==> src/adcrm_pkg.sv <==
// Constants for the combined read mode converter host controller
package adcrm_pkg;
   localparam int unsigned CLK_PERIOD_PS   = 5000;
   localparam int unsigned DATA_W          = 10;
   localparam int unsigned CHAN_W          = 2;
   // Typical done delay after strobe falls; four times it sets the timeout bound
   localparam int unsigned DONE_TYP_NS     = 850;
   localparam int unsigned DONE_WAIT_CYC   = 4 * ((DONE_TYP_NS * 1000) / CLK_PERIOD_PS);
   // Least settle time from done to valid data
   localparam int unsigned DATA_SETTLE_NS  = 20;
   localparam int unsigned DATA_SETTLE_CYC = ((DATA_SETTLE_NS * 1000) + CLK_PERIOD_PS - 1) / CLK_PERIOD_PS;
   // Setup of select lines and chip select before the strobe falls
   localparam int unsigned SETUP_NS        = 10;
   localparam int unsigned SETUP_CYC       = ((SETUP_NS * 1000) + CLK_PERIOD_PS - 1) / CLK_PERIOD_PS;
   localparam int unsigned CNT_W           = 12;
   localparam logic [CNT_W-1:0] CNT_ZERO   = 12'h000;
   localparam logic [CNT_W-1:0] CNT_ONE    = 12'h001;
   localparam logic [CNT_W-1:0] WAIT_MAX   = CNT_W'(DONE_WAIT_CYC);
   localparam logic [CNT_W-1:0] SETTLE_MAX = CNT_W'(DATA_SETTLE_CYC);
   localparam logic [CNT_W-1:0] SETUP_MAX  = CNT_W'(SETUP_CYC);
   localparam logic [DATA_W-1:0] DATA_RST  = 10'h000;
   localparam logic [CHAN_W-1:0] CHAN_RST  = 2'h0;
   localparam logic [2:0]        SYNC_IDLE = 3'h7;
   typedef enum logic [2:0] {
      ADCRM_IDLE,
      ADCRM_SETUP,
      ADCRM_WAIT,
      ADCRM_SETTLE,
      ADCRM_END
   } adcrm_state_t;
endpackage

==> src/adcrm_host.sv <==
// Host controller driving the converter in combined read mode
`timescale 1ns/1ps
// Overview of operation
// - Host drives sample/hold and read strobes as one joined signal.
// - Host starts conversion by driving the joined strobe low.
// - Result valid about 20 ns after done; host waits before capture.
// - Host may time strobe to align with its sampling rate.
module adcrm_host
   import adcrm_pkg::*;
(
   input  wire logic              CLK_SYS_I,
   input  wire logic              RST_N_I,
   input  wire logic              START_I,
   input  wire logic [CHAN_W-1:0] CHANNEL_I,
   input  wire logic              DONE_N_I,
   input  wire logic [DATA_W-1:0] RESULT_BUS_I,
   output logic                   CS_N_O,
   output logic                   STROBE_N_O,
   output logic                   CHANNEL_SELECT_BIT0_O,
   output logic                   CHANNEL_SELECT_BIT1_O,
   output logic                   BUSY_O,
   output logic                   RESULT_VALID_O,
   output logic                   TIMEOUT_O,
   output logic [DATA_W-1:0]      RESULT_O
);

   adcrm_state_t      state_q;
   logic [CNT_W-1:0]  cnt_q;
   logic [2:0]        done_sync_q;
   logic              done_low_q;
   logic [DATA_W-1:0] bus_s1_q;
   logic [DATA_W-1:0] bus_s2_q;
   logic [DATA_W-1:0] bus_s3_q;

   // Conditions decoded once; take and settle_done are shared by the pins and the state machine
   logic              bus_agree;
   logic              take;
   logic              setup_done;
   logic              wait_expired;
   logic              settle_done;

   // Three stages; a change counts once stages two and three agree
   always_ff @(posedge CLK_SYS_I)
   begin
      if (!RST_N_I)
         done_sync_q <= SYNC_IDLE;
      else
         done_sync_q <= {done_sync_q[1:0], DONE_N_I};
   end

   // Level changes only once stages two and three agree, so a glitch shorter than one cycle never counts
   always_ff @(posedge CLK_SYS_I)
   begin
      if (!RST_N_I)
         done_low_q <= 1'b0;
      else if (done_sync_q[1] == done_sync_q[2])
         done_low_q <= !done_sync_q[2];
   end

   // Bus passes three stages; a word still moving between stages two and three is not taken before the wait limit
   always_ff @(posedge CLK_SYS_I)
   begin
      if (!RST_N_I)
      begin
         bus_s1_q <= DATA_RST;
         bus_s2_q <= DATA_RST;
         bus_s3_q <= DATA_RST;
      end
      else
      begin
         bus_s1_q <= RESULT_BUS_I;
         bus_s2_q <= bus_s1_q;
         bus_s3_q <= bus_s2_q;
      end
   end

   // Cycle conditions; take and settle_done feed the state machine and the pins, setup_done and wait_expired only the pins
   assign bus_agree    = (bus_s2_q == bus_s3_q);
   assign take         = (state_q == ADCRM_IDLE) && START_I && !done_low_q;
   assign setup_done   = (state_q == ADCRM_SETUP) && (cnt_q >= SETUP_MAX);
   assign wait_expired = (state_q == ADCRM_WAIT) && !done_low_q && (cnt_q >= WAIT_MAX);
   // A bus that never settles is taken anyway once the wait limit runs out
   assign settle_done  = (state_q == ADCRM_SETTLE) && (cnt_q >= SETTLE_MAX)
                         && (bus_agree || (cnt_q >= WAIT_MAX));

   always_ff @(posedge CLK_SYS_I)
   begin
      if (!RST_N_I)
      begin
         state_q <= ADCRM_IDLE;
         cnt_q   <= CNT_ZERO;
      end
      else
      begin
         case (state_q)
            ADCRM_IDLE:
            begin
               cnt_q <= CNT_ZERO;
               // Start only when the previous done has cleared
               if (take)
                  state_q <= ADCRM_SETUP;
            end
            ADCRM_SETUP:
            begin
               // Chip select and channel settle before strobe falls
               if (cnt_q >= SETUP_MAX)
               begin
                  state_q <= ADCRM_WAIT;
                  cnt_q   <= CNT_ZERO;
               end
               else
                  cnt_q <= cnt_q + CNT_ONE;
            end
            ADCRM_WAIT:
            begin
               // Device times coarse and fine phases itself
               if (done_low_q)
               begin
                  state_q <= ADCRM_SETTLE;
                  cnt_q   <= CNT_ZERO;
               end
               else if (cnt_q >= WAIT_MAX)
                  state_q <= ADCRM_END;
               else
                  cnt_q <= cnt_q + CNT_ONE;
            end
            ADCRM_SETTLE:
            begin
               // Wait out data settle before capture
               // Count stops at the wait limit so it cannot wrap
               if (settle_done)
                  state_q <= ADCRM_END;
               else if (cnt_q < WAIT_MAX)
                  cnt_q <= cnt_q + CNT_ONE;
            end
            ADCRM_END:
               state_q <= ADCRM_IDLE;
            default:
               state_q <= ADCRM_IDLE;
         endcase
      end
   end

   // Select leads the strobe so the device never sees an unselected strobe fall
   always_ff @(posedge CLK_SYS_I)
   begin
      if (!RST_N_I)
         CS_N_O <= 1'b1;
      else
         CS_N_O <= !(take || (state_q == ADCRM_SETUP) || (state_q == ADCRM_WAIT) || (state_q == ADCRM_SETTLE));
   end

   // One joined strobe drives both sample/hold and read
   always_ff @(posedge CLK_SYS_I)
   begin
      if (!RST_N_I)
         STROBE_N_O <= 1'b1;
      else
         STROBE_N_O <= !(setup_done || (state_q == ADCRM_WAIT) || (state_q == ADCRM_SETTLE));
   end

   // Channel held steady across the strobe fall
   always_ff @(posedge CLK_SYS_I)
   begin
      if (!RST_N_I)
      begin
         CHANNEL_SELECT_BIT0_O <= CHAN_RST[0];
         CHANNEL_SELECT_BIT1_O <= CHAN_RST[1];
      end
      else if (take)
      begin
         CHANNEL_SELECT_BIT0_O <= CHANNEL_I[0];
         CHANNEL_SELECT_BIT1_O <= CHANNEL_I[1];
      end
   end

   // Bus before done is the old result, so capture only after settle
   always_ff @(posedge CLK_SYS_I)
   begin
      if (!RST_N_I)
      begin
         RESULT_O       <= DATA_RST;
         RESULT_VALID_O <= 1'b0;
      end
      else
      begin
         RESULT_VALID_O <= settle_done;
         if (settle_done)
            RESULT_O <= bus_s3_q;
      end
   end

   // Limitation: a missing done flag is only reported, the old result stays
   always_ff @(posedge CLK_SYS_I)
   begin
      if (!RST_N_I)
         TIMEOUT_O <= 1'b0;
      else
         TIMEOUT_O <= wait_expired;
   end

   // Busy covers the take cycle so a second start is refused at once
   always_ff @(posedge CLK_SYS_I)
   begin
      if (!RST_N_I)
         BUSY_O <= 1'b0;
      else
         BUSY_O <= take || (state_q != ADCRM_IDLE);
   end

endmodule

==> config.mk <==
export PLATFORM = sky130hd
export DESIGN_NAME = adcrm_host
export DESIGN_NICKNAME = d
export VERILOG_FILES = /design/src/adcrm_pkg.sv /design/src/adcrm_host.sv
export SDC_FILE = /design/constraint.sdc
export NUM_CORES = 1
export LEC_CHECK = 0
export BUFFER_PORTS_ARGS = -buffer_cell sky130_fd_sc_hd__buf_2
export CORE_UTILIZATION = 50
export DETAILED_ROUTE_END_ITERATION = 7
export PLACE_DENSITY = 0.71
export SLEW_MARGIN = 10
export SYNTH_ARGS = -nofsm -noshare
export SYNTH_HDL_FRONTEND = slang
export SYNTH_SLANG_ARGS = --single-unit
==> constraint.sdc <==
create_clock -name CLK_SYS_I -period 2.5 [get_ports CLK_SYS_I]
set_input_delay 0.625 -clock CLK_SYS_I [delete_from_list [all_inputs] [get_ports CLK_SYS_I]]
set_output_delay 0.625 -clock CLK_SYS_I [all_outputs]
set_load 0.05 [all_outputs]
## Word-level counts from Yosys, hierarchy flattened

Index checks and enable logic that the tools add are counted.

| cells by class | value |
|---|---|
| reductions and logical operators | 23 |
| eq/ne operators | 12 |
| order comparisons | 4 |
| $add $sub $neg | 1 |
| multiplexer cells | 12 |

Operators with widths:

| operator | number |
|---|---|
| 12-bit two-way mux | 5 |
| 12-bit one-hot mux with 4 select lines | 1 |
| 3-bit two-way mux | 5 |
| 12-bit by 1-bit adder with 12-bit output, second input constant | 1 |
| 12-bit by 10-bit >= comparator with 1-bit output, second input constant | 1 |
| 12-bit by 2-bit >= comparator with 1-bit output, second input constant | 1 |
| 12-bit by 3-bit >= comparator with 1-bit output, second input constant | 1 |
| 12-bit by 10-bit less-than comparator with 1-bit output, second input constant | 1 |
| 3-bit one-hot mux with 4 select lines | 1 |
| 10-bit equality test | 1 |
| 4-bit AND reduction | 2 |
| 1-bit logical AND | 7 |
| 1-bit logical OR | 7 |
| 3-bit by 2-bit equality test with 1-bit output, second input constant | 2 |
| 2-bit inequality test, second input constant | 3 |
| 1-bit zero test | 4 |
| 2-bit by 1-bit inequality test with 1-bit output, second input constant | 2 |
| 4-bit nonzero test | 1 |
| 3-bit by 1-bit equality test with 1-bit output, second input constant | 1 |
| 3-bit zero test | 1 |
| 3-bit by 2-bit inequality test with 1-bit output, second input constant | 1 |
| 3-bit inequality test, second input constant | 1 |
| 3-bit nonzero test | 1 |
| 1-bit equality test | 1 |

| word-level totals | value |
|---|---|
| register bits after elaboration | 66 |
| word-level logic and storage cells | 67 |
| output and inout port bits | 17 |

## Depth between registers and ports, before layout

Gate-level depths: netlist of the first run.

| depth | value |
|---|---|
| depth in word-level cells | 7 |
| gate-level depth with buffers | 7 |

## Least setup slack after synthesis of the first run

Ideal clock, no wire load.

| path | value |
|---|---|
| path type | reg-to-reg |
| start point | register cnt_q[2] |
| end point | register cnt_q[1] |
| setup slack | 503 ps |
| data arrival time | 1910 ps |
| buffers on the path | 0 |
| setup time | 87 ps |
| stages on the path, launching flop included | 6 |
| cells stage by stage | dfxtp_1 or4_4 nor4_4 o21ai_2 or4b_1 o31ai_1 |

| on the way | value |
|---|---|
| word-level cells in the longest chain between the ends | 5 |
| elaborated cells on any way between the ends | 13 |

Ends and longest elaborated chain:

| item | line | RTL |
|---|---|---|
| start: declaration | adcrm_host.sv:28 | `logic [CNT_W-1:0] cnt_q;` |
| start signal: assignment | adcrm_host.sv:112 | `cnt_q <= cnt_q + CNT_ONE;` |
| start signal: assignment | adcrm_host.sv:125 | `cnt_q <= cnt_q + CNT_ONE;` |
| start signal: assignment | adcrm_host.sv:134 | `cnt_q <= cnt_q + CNT_ONE;` |
| 12-bit by 3-bit >= comparator with 1-bit output / 12-bit by 10-bit >= comparator with 1-bit output (equally long branches) | adcrm_host.sv:83, adcrm_host.sv:84, adcrm_host.sv:122 |  |
| 1-bit logical AND / 1-bit logical OR (equally long branches) | adcrm_host.sv:83, adcrm_host.sv:84 |  |
| 1-bit logical AND | adcrm_host.sv:84 | `&& (bus_agree \|\| (cnt_q >= WAIT_MAX));` |
| 2-bit inequality test (no line) | -- |  |
| 4-bit AND reduction (no line) | -- |  |

Parallel ways exist; a longest one is shown, timed or not.
A chain may end at the register's enable or synchronous reset.

## Final worst setup path of the first run

| path | value |
|---|---|
| start point | register cnt_q[6] |
| end point | register cnt_q[1] |

The elaborated chain is that of the path after synthesis.

==> impl_metrics.toml, run 1 <==
[final_layout]
fillers = 439
synthToLayoutAreaGrowth_pct = 17.3
drive_above_1_share = 0.195
final_area_um2 = 2970
multiInputGateArea_um2 = 1140
final_util = 0.620
antennaDiodeCount = 0
final_nets = 326
seqCellArea_um2 = 1320
stdcell_count = 380

[place]
post-place-ws_ns = 0.324
dp.cells = 364
placed_area_um2 = 2770
hpwl_um = 3110
port_buffers = 32
gp_congestion = 0.853

[detailed_routing]
postRouteAntennaNets = 0
wirelength_um = 4420
via_per_inst = 5.01
drt_iter0_markers = 158
post_drt_wl_per_cell_um = 11.6
dr.pass1.iters = 4
vias = 1904
drc = 0

[grt]
grt_pass1_vias = 1558
grt_max_degree = 30
gr-total-overflow = 0
grt_pass1_wl_um = 7260
grt_usage = 0.181
antenna_found_initial = 0

[logic_synthesis]
synth_compound_area_frac = 0.117
synth-seq-cells = 66
synthXorXnorAreaFrac = 0.0346
ys_warn_count = 0
synth_nets = 289
yosys.area_share.adder = 0.00989
synth_top_family_by_area = "simple AND/OR/NAND/NOR gates"
synth_area_um2 = 2530
synth-main-ff-cell = "dfxtp_1"
ys_seq_area_frac = 0.522
synth_edf_count = 0
async_reset_ff_frac = 0
synth.avg_cell_area_um2 = 9.34
synth.area.mux_share = 0.0119
netlist-cell-type-count = 43
synth_simple_gate_area_frac = 0.279
synth_cells = 271

[worst_setup_path]
crit_required_ns = 2.75
critPathArrivalTime_ns = 2.46
cp-end-kind = "flip-flop"
start_kind = "flip-flop"
cp_max_fo = 6
reg2reg_setup_slack_ns = 0.30
critPathKind = "flip-flop to flip-flop"

[run_status]
outcome = "finished, final reports clean"

[power_and_ir_drop]
p_leak_nw = 1.21
peakVddDrop_mv = 0.569
power_density_nw_per_um2 = 801

[clocking]
cts_htree_levels = 3
cts_max_path_buffers = 2
ctsResizeCount = 0
path_clk_slew_ns = 0.08
root_buffer = "clkbuf_8"
post_cts_buffers = 0
clock-sinks = 66
cts-buffers-inserted = 9
clk_latency_ns = 0.33
ctsHoldBuffers = 0
cts_tree = "built"

[timing]
maxSlewViolCount = 0
fin_tns_setup_ns = 0
maxSlewHeadroom = 0.640
setup_viol = 0
finalClockSkew_ns = 0.00924
max_freq_mhz = 454
tightest_slew_ns = 0.540
finalCriticalPeriod_ns = 2.20
finalHoldViolCount = 0
fin_crit_sh = 0.882
worst_slack_ns = 0.296
rsz0062_at_grt = "no"

[floorplan]
fp.dieH_um = 73.1
die_x_um = 73.1
row_count = 25
core_um2 = 4790
io_pins = 33
initial_core_util = 0.529
die_area_um2 = 5350

[worst_hold_path]
hp-class = "flip-flop to flip-flop"

[job]
drv_cap = 0
[final timing paths]
path,startpoint,end,cells after the start
hold reg to reg,done_sync_q[0],done_sync_q[1],1
setup reg to reg,cnt_q[6],cnt_q[1],6
hold / removal,done_sync_q[0],done_sync_q[1],1
setup / recovery,cnt_q[6],cnt_q[1],6
[cells in the final DEF, fill, tap and decap left out, types with 2 or more instances in the layout]
master     n
and3b_1    2
buf_2     32
xnor2_1   10
a21oi_1    4
o21ai_2    2
inv_1      5
nand2_1   19
o21a_1     3
nor2b_1    3
buf_4      5
or3_1      2
or2_2      2
ha_1       2
clkbuf_8   9
o21ai_0   24
nor4_1     2
and2_1    32
and3_1     4
clkinv_4   3
nand3_1   14
or4_1      2
dfxtp_1   66
o311ai_0   2
mux2i_1    3
nand4_1    2
nor3_1     6
nor2_1    21
o31ai_1    4
or4b_1     2
nand2b_1   7
[final cells by class]
| type | instances | area share |
|---|---|---|
| Clock inverter | 7 | 0.0261 |
| Timing Repair Buffer | 37 | 0.0666 |
| Multi-Input combinational cell | 189 | 0.386 |
| Clock buffer | 9 | 0.0417 |
| Sequential cell | 66 | 0.445 |
| Tap cell | 67 | 0.0282 |
| Inverter | 5 | 0.00632 |
[per-stage QoR]
stage | power (mW) | hold slack, ns
floorplan | 1.43 | 0.386
global placement | 1.52 | 0.390
detailed placement | 1.52 | 0.401
CTS | 2.40 | 0.421
global route | 2.49 | 0.446
finish | 2.38 | 0.415
[cell families after synthesis]
logic type	after synthesis
DFF	66
AOI/OAI and AO/OA	48
adders and majority gates	2
xor gates and xnor gates	10
and+or+nand+nor	126
buffers and inverters	16
muxes	3
[cell usage after synthesis, types with 2 or more instances]
| cell | n | area [µm²] |
|---|---|---|
| dfxtp_1 | 66 | 1320 |
| and2_1 | 32 | 200 |
| o21ai_0 | 24 | 120 |
| nor2_1 | 21 | 78.8 |
| nand2_1 | 19 | 71.3 |
| nand3_1 | 14 | 70.1 |
| xnor2_1 | 10 | 87.6 |
| clkbuf_1 | 8 | 30.0 |
| nand2b_1 | 7 | 43.8 |
| nor3_1 | 6 | 30.0 |
| inv_1 | 5 | 18.8 |
| a21oi_1 | 4 | 20.0 |
| and3_1 | 4 | 25.0 |
| o31ai_1 | 4 | 30.0 |
| buf_2 | 3 | 15.0 |
| mux2i_1 | 3 | 30.0 |
| nor2b_1 | 3 | 18.8 |
| o21a_1 | 3 | 22.5 |
| and3b_1 | 2 | 17.5 |
| ha_1 | 2 | 25.0 |
| nand4_1 | 2 | 12.5 |
| nor4_1 | 2 | 12.5 |
| o21ai_2 | 2 | 17.5 |
| o311ai_0 | 2 | 17.5 |
| or2_2 | 2 | 12.5 |
| or3_1 | 2 | 12.5 |
| or4_1 | 2 | 15.0 |
| or4b_1 | 2 | 20.0 |
[sequential cells by signal, indices dropped and copies added, names as in the netlist, 3 cells and up]
name	count
done_sync_q	3
state_q	3
bus_s3_q	10
bus_s2_q	10
RESULT_O	10
bus_s1_q	10
cnt_q	12
[report_power, final]
group	internal (mW)	total, mW	switching [mW]
Combinational	0.136	0.344	0.208
Clock	0.467	0.881	0.415
Sequential	1.10	1.15	0.0463
[critical path: stages, from the launching register on]
cell,delay (ns)
dfxtp_1,0.35
or4_1,0.61
nor3_1,0.22
or4_1,0.18
a21boi_1,0.15
or4b_1,0.53
o31ai_1,0.07
[metal layers]
layer / track usage / share of wire / vias to the layer above
met5: 0 / 0 / -
met4: 0.105 / 0.015 / 0
met3: 0.0470 / 0.039 / 5
met2: 0.259 / 0.43 / 42
met1: 0.245 / 0.52 / 853
li1: - / - / 1004
Note: power is estimated with default switching activity, not from simulation.
==> run 2: changes to the inputs <==
--- a/config.mk
+++ b/config.mk
@@ -9,6 +9,7 @@
 export CORE_UTILIZATION = 50
 export DETAILED_ROUTE_END_ITERATION = 7
 export PLACE_DENSITY = 0.71
+export RECOVER_POWER = 100
 export SLEW_MARGIN = 10
 export SYNTH_ARGS = -nofsm -noshare
 export SYNTH_HDL_FRONTEND = slang
==> run 2 against run 1 <==
Fmax fell by 2.2%. Sequential share of layout area rose by 0.59 points. Via count fell by 0.26%. Flip-flop and latch count did not move. Global-route usage did not move. Register-to-register slack got worse by 0.05 ns. Count of clock-buffer cells in the layout did not move. Die area did not move. Cell count did not move. First-iteration DRC count fell by 2.5%. Largest power group unchanged.
==> impl_metrics.toml, run 2 (same netlist as run 1, synthesis figures left out) <==
[worst_setup_path]
cp-end-kind = "flip-flop"
reg2reg_setup_slack_ns = 0.25
r2r-end = "cnt_q[5]"
crit_required_ns = 2.73
r2r_cells = 6
cp_max_fo = 8
critPathArrivalTime_ns = 2.48
critPathKind = "flip-flop to flip-flop"
r2r_start = "cnt_q[6]"
start_kind = "flip-flop"

[clocking]
clk_latency_ns = 0.34
clock-sinks = 66
path_clk_slew_ns = 0.08
ctsHoldBuffers = 0
cts_htree_levels = 3
ctsResizeCount = 0
cts-buffers-inserted = 9
cts_max_path_buffers = 2
post_cts_buffers = 0
cts_tree = "built"
root_buffer = "clkbuf_8"

[place]
gp_congestion = 0.853
post-place-ws_ns = 0.324
hpwl_um = 3110
dp.cells = 364
port_buffers = 32

[grt]
grt_usage = 0.181
grt_max_degree = 30
gr-total-overflow = 0
grt_pass1_wl_um = 7260
antenna_found_initial = 0
grt_pass1_vias = 1558

[worst_hold_path]
hp-class = "flip-flop to flip-flop"
hp-start = "done_sync_q[0]"
min_to = "done_sync_q[1]"
hold_depth = 1

[final_layout]
layout_common_cells = "dfxtp_1 (66), o21ai_0 (25), and2_1 (21), nor2_1 (21), clkbuf_1 (20)"
largest-register = "cnt_q"
final_nets = 326
largest_reg_flops = 12
layout_commonest_cell = "dfxtp_1"
stdcell_count = 380
drive_above_1_share = 0.125
antennaDiodeCount = 0
synthToLayoutAreaGrowth_pct = 15.8

[timing]
setup_viol = 0
fin_crit_sh = 0.902
finalClockSkew_ns = 0.0108
tightest_slew_ns = 0.758
worst_slack_ns = 0.246
max_freq_mhz = 444
rsz0062_at_grt = "no"
fin_hold_ws_ns = 0.415
maxSlewHeadroom = 0.494
finalHoldViolCount = 0
finalCriticalPeriod_ns = 2.25
fin_tns_setup_ns = 0
maxSlewViolCount = 0

[job]
drv_cap = 0

[detailed_routing]
dr.pass1.iters = 4
vias = 1899
via_per_inst = 5.00
wirelength_um = 4460
postRouteAntennaNets = 0
drt_iter0_markers = 154
drc = 0
post_drt_wl_per_cell_um = 11.7

[power_and_ir_drop]
p_leak_nw = 1.12
power_density_nw_per_um2 = 809
peakVddDrop_mv = 0.570

[run_status]
outcome = "finished, final reports clean"

[floorplan]
die_x_um = 73.1
io_pins = 33
initial_core_util = 0.529
core_um2 = 4790
row_count = 25
die_area_um2 = 5350
fp.dieH_um = 73.1
[run 2: cell count changes in the layout (fill, tap and decap cells not counted), moves of 3 or more]
cell and delta:
buf_4 -3, clkbuf_1 +20, and2_1 -11, buf_2 -18, and2_0 +12
[run 2: power by group]
| group | total (mW) | leakage (nW) | switching (mW) | internal, mW |
|---|---|---|---|---|
| Clock | 0.884 | 0.0998 | 0.417 | 0.467 |
| Sequential | 1.15 | 0.539 | 0.0472 | 1.10 |
| Combinational | 0.335 | 0.482 | 0.205 | 0.129 |
| Total | 2.37 | 1.12 | 0.670 | 1.70 |
[run 2: worst max-delay path by stage]
stage | slack, ns | to | startpoint | cells after the start
global route | 0.05 | cnt_q[5] | cnt_q[6] | 6
detailed placement | 0.32 | cnt_q[1] | cnt_q[6] | 6
floorplan | 0.50 | cnt_q[1] | cnt_q[2] | 5
global placement | 0.41 | cnt_q[1] | cnt_q[6] | 6
CTS | 0.30 | cnt_q[1] | cnt_q[6] | 6
finish | 0.25 | cnt_q[5] | cnt_q[6] | 6
[run 2: stage by stage]
| stage | power, mW | cell area (µm²) | utilization |
|---|---|---|---|
| floorplan | 1.43 | 2530 | - |
| global placement | 1.52 | 2770 | 0.578 |
| detailed placement | 1.52 | 2770 | 0.578 |
| CTS | 2.40 | 2970 | 0.620 |
| global route | 2.49 | 2930 | 0.612 |
| finish | 2.37 | 2930 | 0.612 |
[run 2: routing by layer]
metal	vias up	part of all wire	track usage	wire, µm
met2	41	0.43	0.259	1910
met3	5	0.045	0.0470	201
met1	847	0.51	0.245	2280
li1	1006	-	-	-
met4	0	0.014	0.105	63
met5	-	0	0	0
[run 2: critical path: stages, from the launching register on]
cell and delay (ns):
dfxtp_1 0.35, or4_1 0.61, or3_1 0.37, and2_0 0.18, a21oi_2 0.12, o21ai_1 0.19
o41ai_1 0.32
[run 2: area by class of cell]
| class | count | area [µm²] |
|---|---|---|
| clock buffers | 9 | 124 |
| clock inverters | 7 | 77.6 |
| fillers | 457 | 1860 |
| inverters | 5 | 18.8 |
| multi-input cells | 189 | 1140 |
| flip-flops and latches | 66 | 1320 |
| well taps | 67 | 83.8 |
| repair buffers | 37 | 165 |
